### src/hdl/sfh_pkg.sv
package sfh_pkg;
    // ------------------------------------------------------------
    // timing
    // ------------------------------------------------------------
    localparam int CLK_MHZ = 125;
    localparam int LOCKOUT_GRACE_US = 50;
    localparam int LOCKOUT_GRACE_CYC = LOCKOUT_GRACE_US * CLK_MHZ;
    localparam int SOFTSTART_MS_X10 = 48;
    localparam int SOFTSTART_CYC = SOFTSTART_MS_X10 * CLK_MHZ * 100;
    localparam int OVERLOAD_MS = 118;
    localparam int OVERLOAD_CYC = OVERLOAD_MS * CLK_MHZ * 1000;
    // ------------------------------------------------------------
    // levels
    // ------------------------------------------------------------
    localparam int LVL_W = 10;
    localparam logic [9:0] SS_FULL = 10'h3ff;
    localparam int FB_DIV = 3;
    localparam logic [1:0] ARRIVALS_TO_RESTART = 2'h2;
    // ------------------------------------------------------------
    // states
    // ------------------------------------------------------------
    typedef enum logic [2:0] {
        ST_INHIBIT = 3'b000,
        ST_CHARGE = 3'b001,
        ST_RUN = 3'b010,
        ST_GRACE = 3'b011,
        ST_HICCUP = 3'b100
    } sfh_state_type;
endpackage

### src/hdl/sfh_softstart.sv
`timescale 1ns/1ps
module sfh_softstart #(
    parameter int RAMP_CYC = sfh_pkg::SOFTSTART_CYC,
    parameter int W = sfh_pkg::LVL_W
) (
    input wire logic mclk,
    input wire logic resetn,
    input wire logic restart,
    input wire logic [W-1:0] feedback_input,
    output logic [W-1:0] softstart_level,
    output logic [W-1:0] modulation_level
);
    localparam int STEP = (RAMP_CYC / (1 << W)) < 1 ? 1 : RAMP_CYC / (1 << W);
    logic [31:0] div_ff, nxt_div;
    logic [W-1:0] lvl_ff, nxt_lvl;
    logic [W-1:0] mod_ff, nxt_mod;
    logic [W-1:0] fb_third;
    // ------------------------------------------------------------
    // ramp 0 to full over the period, then hold
    // ------------------------------------------------------------
    always_comb begin
        nxt_div = div_ff;
        nxt_lvl = lvl_ff;
        fb_third = W'(feedback_input / W'(sfh_pkg::FB_DIV));
        if (restart) begin
            nxt_div = '0;
            nxt_lvl = '0;
        end else if (lvl_ff != sfh_pkg::SS_FULL) begin
            if (div_ff >= 32'(STEP - 1)) begin
                nxt_div = '0;
                nxt_lvl = lvl_ff + W'(1);
            end else begin
                nxt_div = div_ff + 32'h1;
            end
        end
        nxt_mod = (lvl_ff < fb_third) ? lvl_ff : fb_third;
    end
    always_ff @(posedge mclk or negedge resetn) begin
        if (!resetn) begin
            div_ff <= '0;
            lvl_ff <= '0;
            mod_ff <= '0;
        end else begin
            div_ff <= nxt_div;
            lvl_ff <= nxt_lvl;
            mod_ff <= nxt_mod;
        end
    end
    assign softstart_level = lvl_ff;
    assign modulation_level = mod_ff;
endmodule

### src/hdl/startup_fault_hiccup_sequencer.sv
`timescale 1ns/1ps
// Overview of operation
// - startup source off at startup-on level
// - source back on at minimum level
// - lockout level stops gate drive immediately
// - recover within grace timer else hiccup
// - four causes enter double hiccup
// - hiccup: drive off, discharge to hiccup
// - two cycles, no restart first arrival
// - soft-start on second arrival
// - persisting fault or latch keeps hiccuping
// - latch held until logic reset level
// - latching variant: long overload latches
// - auto-retry variant resumes after hiccups
// - guard current below inhibit level
// - soft-start ramps to full, holds
// - modulation is min of ramp, fb/3
// - overload counts only after timer
module startup_fault_hiccup_sequencer #(
    parameter bit AUTO_RETRY = 1'b0,
    parameter int GRACE_CYC = sfh_pkg::LOCKOUT_GRACE_CYC,
    parameter int OVLD_CYC = sfh_pkg::OVERLOAD_CYC,
    parameter int SS_CYC = sfh_pkg::SOFTSTART_CYC,
    parameter int W = sfh_pkg::LVL_W
) (
    input wire logic mclk,
    input wire logic resetn,
    input wire logic above_guard_level,
    input wire logic above_startup_on,
    input wire logic above_min_operating,
    input wire logic above_lockout,
    input wire logic above_hiccup_level,
    input wire logic above_logic_reset,
    input wire logic thermal_fault,
    input wire logic external_latch_fault,
    input wire logic overload,
    input wire logic [W-1:0] feedback_input,
    output logic startup_source_en,
    output logic guard_charge_current,
    output logic gate_drive_out,
    output logic low_current_mode,
    output logic latched_fault,
    output logic [W-1:0] softstart_level,
    output logic [W-1:0] modulation_level
);
    sfh_pkg::sfh_state_type st_ff, nxt_st;
    logic src_ff, nxt_src;
    logic latch_ff, nxt_latch;
    logic [1:0] arr_ff, nxt_arr;
    logic [31:0] grace_ff, nxt_grace;
    logic [31:0] ovld_ff, nxt_ovld;
    logic on_d_ff, nxt_on_d;
    logic restart;
    logic ovld_exp;
    logic fault_now;
    logic on_rise;

    // ------------------------------------------------------------
    // fault qualification
    // ------------------------------------------------------------
    always_comb begin
        // inputs already synchronous; levels used directly, edges from registered copy
        on_rise = above_startup_on & ~on_d_ff;
        nxt_on_d = above_startup_on;
        ovld_exp = (ovld_ff >= 32'(OVLD_CYC));
        nxt_ovld = overload ? (ovld_exp ? ovld_ff : ovld_ff + 32'h1) : 32'h0;
        fault_now = thermal_fault | external_latch_fault | (AUTO_RETRY & ovld_exp);
    end

    // ------------------------------------------------------------
    // sequencer
    // ------------------------------------------------------------
    always_comb begin
        nxt_st = st_ff;
        nxt_src = src_ff;
        nxt_latch = latch_ff;
        nxt_arr = arr_ff;
        nxt_grace = grace_ff;
        restart = 1'b0;
        if (!AUTO_RETRY && ovld_exp) begin
            nxt_latch = 1'b1;
        end
        case (st_ff)
            sfh_pkg::ST_INHIBIT: begin
                nxt_src = 1'b0;
                if (above_guard_level) begin
                    nxt_src = 1'b1;
                    nxt_st = sfh_pkg::ST_CHARGE;
                end
            end
            sfh_pkg::ST_CHARGE: begin
                if (!above_guard_level) begin
                    nxt_src = 1'b0;
                    nxt_st = sfh_pkg::ST_INHIBIT;
                end else if (on_rise) begin
                    nxt_src = 1'b0;
                    if (fault_now || latch_ff) begin
                        nxt_st = sfh_pkg::ST_HICCUP;
                        nxt_arr = 2'h0;
                    end else begin
                        restart = 1'b1;
                        nxt_st = sfh_pkg::ST_RUN;
                    end
                end
            end
            sfh_pkg::ST_RUN: begin
                if (!above_min_operating) begin
                    nxt_src = 1'b1;
                end else if (above_startup_on) begin
                    nxt_src = 1'b0;
                end
                if (fault_now || nxt_latch) begin
                    nxt_st = sfh_pkg::ST_HICCUP;
                    nxt_src = 1'b0;
                    nxt_arr = 2'h0;
                end else if (!above_lockout) begin
                    nxt_st = sfh_pkg::ST_GRACE;
                    nxt_grace = 32'h0;
                end
            end
            sfh_pkg::ST_GRACE: begin
                nxt_src = 1'b1;
                nxt_grace = grace_ff + 32'h1;
                if (fault_now || nxt_latch) begin
                    nxt_st = sfh_pkg::ST_HICCUP;
                    nxt_src = 1'b0;
                    nxt_arr = 2'h0;
                end else if (above_lockout) begin
                    nxt_st = sfh_pkg::ST_RUN;
                end else if (grace_ff >= 32'(GRACE_CYC - 1)) begin
                    nxt_st = sfh_pkg::ST_HICCUP;
                    nxt_src = 1'b0;
                    nxt_arr = 2'h0;
                end
            end
            sfh_pkg::ST_HICCUP: begin
                // low current: source off until supply sags to hiccup level
                if (!above_hiccup_level) begin
                    nxt_src = 1'b1;
                end else if (on_rise) begin
                    nxt_src = 1'b0;
                    nxt_arr = arr_ff + 2'h1;
                    if (arr_ff + 2'h1 >= sfh_pkg::ARRIVALS_TO_RESTART) begin
                        nxt_arr = 2'h0;
                        if (!fault_now && !latch_ff) begin
                            restart = 1'b1;
                            nxt_st = sfh_pkg::ST_RUN;
                        end
                    end
                end
            end
            default: begin
                nxt_st = sfh_pkg::ST_INHIBIT;
                nxt_src = 1'b0;
            end
        endcase
        // latch survives hiccup; only the logic reset level clears it
        if (!above_logic_reset) begin
            nxt_latch = 1'b0;
            nxt_arr = 2'h0;
            nxt_src = 1'b0;
            nxt_st = sfh_pkg::ST_INHIBIT;
        end
    end

    always_ff @(posedge mclk or negedge resetn) begin
        if (!resetn) begin
            st_ff <= sfh_pkg::ST_INHIBIT;
            src_ff <= 1'b0;
            latch_ff <= 1'b0;
            arr_ff <= 2'h0;
            grace_ff <= 32'h0;
            ovld_ff <= 32'h0;
            on_d_ff <= 1'b0;
        end else begin
            st_ff <= nxt_st;
            src_ff <= nxt_src;
            latch_ff <= nxt_latch;
            arr_ff <= nxt_arr;
            grace_ff <= nxt_grace;
            ovld_ff <= nxt_ovld;
            on_d_ff <= nxt_on_d;
        end
    end

    // ------------------------------------------------------------
    // outputs
    // ------------------------------------------------------------
    // drive is cut combinationally on lockout so it stops the same cycle
    assign gate_drive_out = (st_ff == sfh_pkg::ST_RUN) & above_lockout;
    assign startup_source_en = src_ff;
    assign guard_charge_current = (st_ff == sfh_pkg::ST_INHIBIT);
    assign low_current_mode = (st_ff == sfh_pkg::ST_HICCUP);
    assign latched_fault = latch_ff;

    sfh_softstart #(
        .RAMP_CYC(SS_CYC),
        .W(W)
    ) u_ss (
        .mclk(mclk),
        .resetn(resetn),
        .restart(restart),
        .feedback_input(feedback_input),
        .softstart_level(softstart_level),
        .modulation_level(modulation_level)
    );
endmodule

### config.mk
export PLATFORM = sky130hd
export DESIGN_NAME = startup_fault_hiccup_sequencer
export DESIGN_NICKNAME = d
export VERILOG_FILES = /design/src/hdl/sfh_pkg.sv /design/src/hdl/sfh_softstart.sv /design/src/hdl/startup_fault_hiccup_sequencer.sv
export SDC_FILE = /design/constraint.sdc
export NUM_CORES = 1
export LEC_CHECK = 0
export BUFFER_PORTS_ARGS = -buffer_cell sky130_fd_sc_hd__buf_2
export CORE_MARGIN = 1
export CORE_UTILIZATION = 62
export CTS_CLUSTER_DIAMETER = 60
export DETAILED_ROUTE_END_ITERATION = 12
export GPL_TIMING_DRIVEN = 0
export PLACE_DENSITY = 0.81
export SYNTH_ARGS = -nofsm -noshare
export SYNTH_HDL_FRONTEND = slang
export SYNTH_HIERARCHICAL = 1
export SYNTH_SLANG_ARGS = --single-unit
### constraint.sdc
create_clock -name mclk -period 3.9 [get_ports mclk]
set_clock_uncertainty 0.05 [all_clocks]
set_input_delay 0.195 -clock mclk [delete_from_list [all_inputs] [get_ports mclk]]
set_output_delay 0.195 -clock mclk [all_outputs]
set_load 0.01 [all_outputs]
== Yosys cells after proc, flatten, opt, wreduce, memory -nomap -nowiden ==
Cells that the tools add are included.
Widths: inputs -> output; s select.

* Bits in writable memories: 0
* Output and inout port bits: 25
* Input bits: 21
* Latch bits: 0
* Memories kept: 0
* Bits in read-only memories: 0
* Register bits: 124

* Bitwise operators: 4
* Mux-type cells: 61
* Equal/unequal tests: 24
* Reductions and logical operators: 13
* Shift operators: 0
* Add/subtract/negate cells: 5
* Multipliers: 0
* Div/mod/pow operators: 1
* Magnitude comparators: 5

{| class="wikitable"
|+ Operators by type and width
! operator !! count
|-
| $mux 32 || 7
|-
| $add 32x1->32 const B || 3
|-
| $pmux 32 s2 || 1
|-
| $mux 3 || 14
|-
| $mux 10 || 4
|-
| $ge 32x10->1 const B || 1
|-
| $ge 32x13->1 const B || 1
|-
| $ge 32x24->1 const B || 1
|-
| $mux 2 || 11
|-
| $mux 1 || 20
|-
| $ne 3x3->1 const B || 6
|-
| $ne 4x4->1 const B || 4
|-
| $pmux 3 s5 || 1
|-
| $add 10x1->10 const B || 1
|-
| $div 10x2->10 const B || 1
|-
| $lt 10x10->1 || 1
|-
| $ne 10x10->1 const B || 1
|-
| $ne 5x5->1 const B || 2
|-
| $ne 3x2->1 const B || 3
|-
| $reduce_and 9->1 || 1
|-
| $pmux 2 s4 || 1
|-
| $reduce_and 8->1 || 1
|-
| $eq 3x2->1 const B || 2
|-
| $ne 2x2->1 const B || 3
|-
| other kinds (17) || 22
|}

== Depth between registers and ports, before layout ==
Gate-level depths: netlist (run 1).

* Depth after elaboration: 10
* Depth in mapped cells: 20
* Gate-level depth less buffers: 17

== Modules after synthesis ==
The synthesis (run 1) kept the hierarchy.

{| class="wikitable"
|+ By module, submodules not included
! module !! instances !! area each (um2) !! cells each
|-
| startup_fault_hiccup_sequencer || 1 || 4041.4 || 441
|-
| sfh_softstart || 1 || 3328.2 || 397
|}

== Worst setup path after synthesis (run 1) ==
Ideal clock, no wire load.

* Path kind: in2reg
* From: input port feedback_input[8]
* To: register u_ss.mod_ff[1], in the netlist u_ss/modulation_level[1]
* Data arrival time: 3345 ps
* Path buffers: 3
* Data required time: 3771 ps
* Path slack: 425 ps
* Stages on the path: 20
* Path through: buf_2 nor3b_1 o31ai_1 o32ai_1 or2_0 clkbuf_1 clkbuf_1 o21ai_0 nand2_1 o21ai_0 ha_1 a41oi_1 o21ai_0 a21oi_1 o21ai_0 nor3_1 inv_1 o31a_1 o21ai_4 mux2i_1

* Word-level cells in the longest chain between the ends: 3

{| class="wikitable"
|+ Ends and longest elaborated chain
! what !! RTL line !! RTL
|-
| start: declaration || startup_fault_hiccup_sequencer.sv:37 || <nowiki>input wire logic [W-1:0] feedback_input,</nowiki>
|-
| $div 10x2->10 * || sfh_softstart.sv:24 || <nowiki>fb_third = W'(feedback_input / W'(sfh_pkg::FB_DIV));</nowiki>
|-
| $lt 10x10->1 || sfh_softstart.sv:36 || <nowiki>nxt_mod = (lvl_ff < fb_third) ? lvl_ff : fb_third;</nowiki>
|-
| $mux 10 * || sfh_softstart.sv:36 ||
|-
| named net u_ss.nxt_mod[1] || sfh_softstart.sv:16 || <nowiki>logic [W-1:0] mod_ff, nxt_mod;</nowiki>
|-
| end signal: assignment || sfh_softstart.sv:46 || <nowiki>mod_ff <= nxt_mod;</nowiki>
|-
| end: declaration || sfh_softstart.sv:16 ||
|}

The timed path passes the listed nets; every way through them passes the cells marked *.
A chain may end at the register's enable or synchronous reset.

== Final worst setup path (run 1) ==
* From: input port feedback_input[8]
* To: register u_ss.mod_ff[2], in the netlist u_ss/modulation_level[2]

Same word-level chain as after synthesis.

==> run summary, run 1 <==
Status - finished, final reports clean
Clock Sinks - 124
HP Class - input port to flop
Mapped Nets - 877
Synth warn - 6
Critical path launch point - feedback_input[8]
Final Max Tran Viols - 0
Mapped Cells - 838
Initial antenna violation count - 0
Startpoint Class - input port
Clock Tree Buf Depth - 2
Cell row count - 39
Synth async-reset ratio - 100%
Synth top area share - 42.1%
Filler instances - 861
DRT Pass-1 Iters - 5
WS Path Type - input port to flop
Core Util, Final - 73.5%
Max-cap viol count - 0
# diodes - 0
Synth area leader - dfrtp_1
Power per Cell Area - 478 nW/um^2
GRT Resource Usage Total - 30.2%
Final setup TNS - 0 ns
Setup violators final - 0
Hold Fails Final Rpt - 0
Residual DRC - 0
Grt ovf - 0
Post-synth EDFFs - 0
Via count - 6843
Crit end category - flop
Tmin final - 3.68 ns
CTS tree - built
Die area - 12300 um^2
Max transition margin - 37.2%
Hpwl dp - 12300 um
Hold_sp - overload
Multi-input combinational cell area - 4030 um^2
Least-Margin Pin Slew - 0.938 ns
Worst-path clk slew - 0.06 ns
Peak VDD IR - 0.311 mV
Chip Height - 111 um
Core Region - 11500 um^2
Antenna viol nets, final - 0
Vias per Instance - 6.46
Worst flop-to-flop path startpoint - st_ff[0]
Pleak - 3.86 nW
Synth area leaders - dfrtp_1 42%, nor2_1 4.6%, xor2_1 3.2%, o21ai_0 3.2%, ha_1 3.1%
Nets - 943
Layout cells sized above 1 - 12.4%
PortBufs - 44
Sequential fraction of the synthesis area - 42.1%
FF/Latch Area - 3100 um^2
Pwr Total - 4.04 mW
Max Fclk - 272 MHz
Vias in the first global route - 6481
Top-Level Pins - 46
Data arrival, critical path - 3.93 ns
Cell Area, Synth - 7370 um^2
Largest net degree at the start of global routing - 69
Placed Cells - 1026
Maximum net fanout on the critical path - 10
Critical Path RT - 4.16 ns
Starting DRC count in detailed routing - 701
Routed WL per cell - 17.1 um
Routed WL - 18200 um
Initial Util - 64.0%
Yosys cell types - 72
Avg Inst Size Synth - 8.79 um^2
Non-Filler Instances - 1060
Tcrit/Tclk final - 94.2%
Place WS - -0.457 ns
Worst skew pair latency - 0.42 ns
Die W - 111 um
Area growth syn-to-layout - 14.8%
Unrepaired setup endpoints after global routing - false
Inserted Clock Buffers - 17
Root Driver - clkbuf_16
Yosys reg bits - 124
Placer congestion estimate - 0.921
Synth Flop Type - dfrtp_1
Setup WS post-layout - 0.225 ns
First-pass GRT wire length - 30200 um
H-tree depth - 4
-- flip-flops by register name (all words and copies together), names as in the netlist --
name                   cells
u_ss/softstart_level      10
st_ff                      3
u_ss/div_ff               32
grace_ff                  32
arr_ff                     2
ovld_ff                   32
startup_source_en          1
u_ss/modulation_level     10
latched_fault              1
on_d_ff                    1
-- report_power, final --
group	total, mW	switching, mW	internal [mW]
clock network	1.51	0.565	0.940
logic	0.962	0.582	0.380
registers	1.58	0.152	1.43
-- what timing repair did --
item                       4_1_cts  5_1_grt
pin swaps                        0        1
hold endpoints to repair        57        0
gates resized for setup          2       17
setup buffers                    0        0
setup endpoints to repair        8       16
hold buffers                     2        0
gates cloned                     0        0
-- placed cells by master, fill, tap and decap left out, types with 21 or more instances in the layout --
cell type	n
nand3_1	37
clkbuf_1	22
nor2_1	89
nor3_1	23
inv_1	32
buf_2	49
xor2_1	27
a21oi_1	44
nand2_1	60
nand4_1	21
dfrtp_1	124
and2_1	34
or3_1	27
o21ai_0	45
nor4_1	22
-- area by class of cell --
class,instances,share of cell area (%)
clock buffers,22,5.72
inverters,33,1.46
well taps,143,2.11
plain buffers,37,2.16
repair buffers,47,3.24
clock inverters,10,1.05
multi-input cells,644,47.6
flip-flops and latches,124,36.7
-- routing by layer --
layer  wire length (um)  track usage [%]  up-vias
met5                  0                0        -
met4                428             12.1        0
met3               1060             6.07       34
met2               8740             48.2      294
met1               7940             40.4     3337
li1                   -                -     3178
-- critical path, cell delays in order --
cell      delay (ns)
buf_2           0.10
buf_2           0.17
and3b_1         0.23
o31ai_1         0.25
o32ai_1         0.16
or2_0           0.21
clkbuf_2        0.15
clkbuf_4        0.20
a21oi_1         0.22
ha_1            0.30
a41oi_1         0.17
o21ai_0         0.15
a21oi_1         0.20
o21ai_1         0.15
nor3_2          0.24
inv_1           0.06
o31a_1          0.31
o21ai_4         0.17
mux2i_2         0.31
-- cell usage after synthesis, types with 24 or more instances --
| cell | instances |
|---|---|
| dfrtp_1 | 124 |
| nor2_1 | 90 |
| nand2_1 | 60 |
| o21ai_0 | 47 |
| a21oi_1 | 44 |
| nand3_1 | 37 |
| and2_1 | 34 |
| inv_1 | 32 |
| or3_1 | 27 |
| xor2_1 | 27 |
| nor4_1 | 25 |
| nor3_1 | 24 |
-- metrics by stage --
stage / area (um^2) / hold WS (ns)
after floorplan: 7370 / -0.151
after global placement: 7770 / 0.288
after detailed placement: 7800 / 0.140
after CTS: 8400 / 0.0337
after global routing: 8460 / 0.0457
final: 8460 / 0.0416
-- logic make-up after synthesis --
group | count (synthesis) | synth area share, %
simple gates | 376 | 26.5
fa+ha+maj | 18 | 3.06
compound gates | 188 | 16.7
buf+inv | 70 | 4.01
xor+xnor | 46 | 5.47
mux | 15 | 2.09
other cells | 1 | 0.0509
flops | 124 | 42.1
-- path summary, 6_finish.rpt --
check                                           end  slack (ns)  cells after the start
max in group asynchronous               grace_ff[6]        2.83                      3
min reg2reg                             ovld_ff[27]        0.44                      1
max                        u_ss/modulation_level[2]        0.22                     19
min in group asynchronous            u_ss/div_ff[4]        0.27                      2
min                                      ovld_ff[6]        0.04                      2
max reg2reg                         u_ss/div_ff[22]        0.37                     11
Power figures use the tool's default switching activity.
==> inputs of run 2 (changes only) <==
- CORE_ASPECT_RATIO: default -> 1.25
- CORE_UTILIZATION: 62 -> 63
- PLACE_DENSITY: 0.81 -> 0.82
- clock period: 3.9 -> 4.76 ns (I/O delays scaled with it)
==> run 2 against run 1 <==
Compared with the run above: sequential share of layout area increased by 0.054 points; highest routed layer unchanged; final cell count down 0.75%; clock power shrank 9%; combinational power is 19% lower; core utilization rose by 1.7 points; critical path type unchanged; first-iteration DRC count down 24%.
==> run summary, run 2 (synthesis results as in run 1) <==
PortBufs - 44 (unchanged)
Chip Height - 123 um (+11%)
Status - finished, final reports clean
Most frequent cells in the layout - 124 x dfrtp_1, 90 x nor2_1, 60 x nand2_1
Hold path cells - 3 (+1)
Data arrival, critical path - 4.36 ns (+0.43 ns)
Root Driver - clkbuf_16
CP most frequent cell - o21ai_0
HP Class - input port to flop
Antenna viol nets, final - 0 (unchanged)
Startpoint Class - input port
Tmin final - 4.08 ns
Worst-path clk slew - 0.06 ns (about the same)
# diodes - 0 (unchanged)
Setup violators final - 0 (unchanged)
Via count - 6817 (-0.38%)
Worst R2R Path Depth - 12 (+1)
DRT Pass-1 Iters - 6 (+1)
Nets - 943 (unchanged)
Crit end category - flop
Worst skew pair latency - 0.42 ns (about the same)
Unrepaired setup endpoints after global routing - false
Hold Fails Final Rpt - 0 (unchanged)
Maximum net fanout on the critical path - 10 (unchanged)
CTS resizes - 0 (-2)
Inserted Clock Buffers - 17 (unchanged)
Area growth syn-to-layout - 14.7%
Filler instances - 795 (-7.7%)
Power per Cell Area - 408 nW/um^2 (-15%)
Least-Margin Pin Slew - 0.908 ns (-0.0303 ns)
Tcrit/Tclk final - 85.7%
Routed WL per cell - 17.6 um (+2.9%)
Largest net degree at the start of global routing - 96 (+39%)
Die W - 98.7 um (-11%)
Hold Path End - u_ss/modulation_level[0]
CTS Hold Bufs - 2 (unchanged)
Hpwl dp - 12600 um (+2.5%)
Routed WL - 18500 um (+2.1%)
Critical Path RT - 5.04 ns (+0.88 ns)
Residual DRC - 0 (unchanged)
Vias in the first global route - 6654 (+2.7%)
CTS tree - built
GRT Resource Usage Total - 32.1% (+1.9 points)
Commonest non-fill, non-tap cell in the layout - dfrtp_1
Reg-to-reg endpoint - u_ss/div_ff[26]
Core Region - 11200 um^2 (-2.4%)
Pleak - 3.86 nW (+0.23%)
H-tree depth - 4 (unchanged)
First-pass GRT wire length - 30900 um (+2.5%)
Buf/Inv on CP - 5 (unchanged)
R2r setup slk - 0.91 ns (+0.54 ns)
Critical path cell sequence - buf_2 > buf_2 > nor3b_1 > o31ai_1 > o32ai_1 > or2_0 > clkbuf_1 > clkbuf_1 > o21ai_0 > nand2_1 > o21ai_0 > ha_1 > a41oi_1 > o21ai_0 > a21oi_1 > o21ai_0 > nor3_1 > inv_1 > o31a_1 > o21ai_4 > mux2i_1
Placer congestion estimate - 0.877 (-4.8%)
Worst path slowest cell - nor3b_1
Top delay family on crit path - compound AO/OA/AOI/OAI gates
Final Max Tran Viols - 0 (unchanged)
Starting DRC count in detailed routing - 533 (-24%)
WS Path Type - input port to flop
Die area - 12100 um^2 (-1.5%)
Clock Tree Buf Depth - 2 (unchanged)
Final setup TNS - 0 ns (unchanged)
Peak VDD IR - 0.264 mV (-15%)
Layout cells sized above 1 - 11.0% (-1.4 points)
Max-cap viol count - 0 (unchanged)
Slowest Stage Delay on Critical Path - 0.46 ns (+0.15 ns)
Initial Util - 65.5% (+1.5 points)
Grt ovf - 0 (unchanged)
Initial antenna violation count - 0 (unchanged)
Top-Level Pins - 46 (unchanged)
Max Fclk - 245 MHz
Post-CTS setup buffers - 0 (unchanged)
Clock Sinks - 124 (unchanged)
Max transition margin - 39.2% (+2.0 points)
Top flop regs - grace_ff (32), ovld_ff (32), u_ss/div_ff (32)
Vias per Instance - 6.48 (+0.38%)
Cell row count - 43 (+10%)
Pwr Total - 3.45 mW (-15%)
Hold_sp - feedback_input[0]
Worst flop-to-flop path startpoint - st_ff[0]
[run 2: cell types whose count changed in the layout (fill, tap and decap cells not counted), sizes merged]
cell / before / now
bufinv: 1 / 4
clkinvlp: 4 / 2
clkbuf: 48 / 45
buf: 56 / 59
inv: 34 / 33
[run 2: power by group]
part	internal [mW]	switching (mW)	total [mW]
Clock	0.917	0.460	1.38
Sequential	1.17	0.121	1.29
Combinational	0.304	0.475	0.779
Total	2.39	1.06	3.45
[run 2: worst max-delay path by stage]
stage | cells past startpoint | slack, ns | startpoint | to
after global routing | 21 | 0.35 | feedback_input[8] | u_ss/modulation_level[3]
final | 21 | 0.68 | feedback_input[8] | u_ss/modulation_level[4]
after detailed placement | 21 | 0.37 | feedback_input[8] | u_ss/modulation_level[3]
after floorplan | 20 | 1.24 | feedback_input[8] | u_ss/modulation_level[1]
after global placement | 21 | 0.57 | feedback_input[8] | u_ss/modulation_level[2]
after CTS | 21 | 0.80 | feedback_input[8] | u_ss/modulation_level[3]
[run 2: worst reg2reg max path: cells and delay by family (launching register included)]
kind	cells	cell delay (ns)
AND/OR/NAND/NOR	9	2.69
AO/OA/AOI/OAI	1	0.10
XOR/XNOR	1	0.15
buffers and inverters	1	0.27
flip-flops	1	0.46
[run 2: area by class of cell]
type / count / area, um^2 / share of cell area (%)
multi-input combinational: 644 / 3970 / 47.0
sequential: 124 / 3100 / 36.7
clock buffer: 22 / 474 / 5.61
timing repair buffer: 47 / 274 / 3.24
buffer: 37 / 171 / 2.03
tap: 135 / 169 / 2.00
clock inverter: 10 / 163 / 1.93
inverter: 33 / 124 / 1.47
[run 2: stage by stage]
step                      std cells  setup WS (ns)  hold WS, ns  util, %  instance area [um^2]
final                          1052          0.680       0.0724     75.1                  8450
after global routing           1052          0.350       0.0765     75.1                  8450
after CTS                      1052          0.796       0.0684     75.1                  8450
after detailed placement       1018          0.374       0.0838     69.3                  7790
after global placement         1017          0.571        0.329     69.0                  7760
after floorplan                 838           1.24       -0.108        -                  7370
[run 2: layer usage]
layer	vias up	GRT usage, %	routed length [um]
met5	-	0	0
met3	49	7.41	1190
met1	3309	39.4	7760
met4	0	11.1	364
li1	3181	-	-
met2	278	55.9	9230
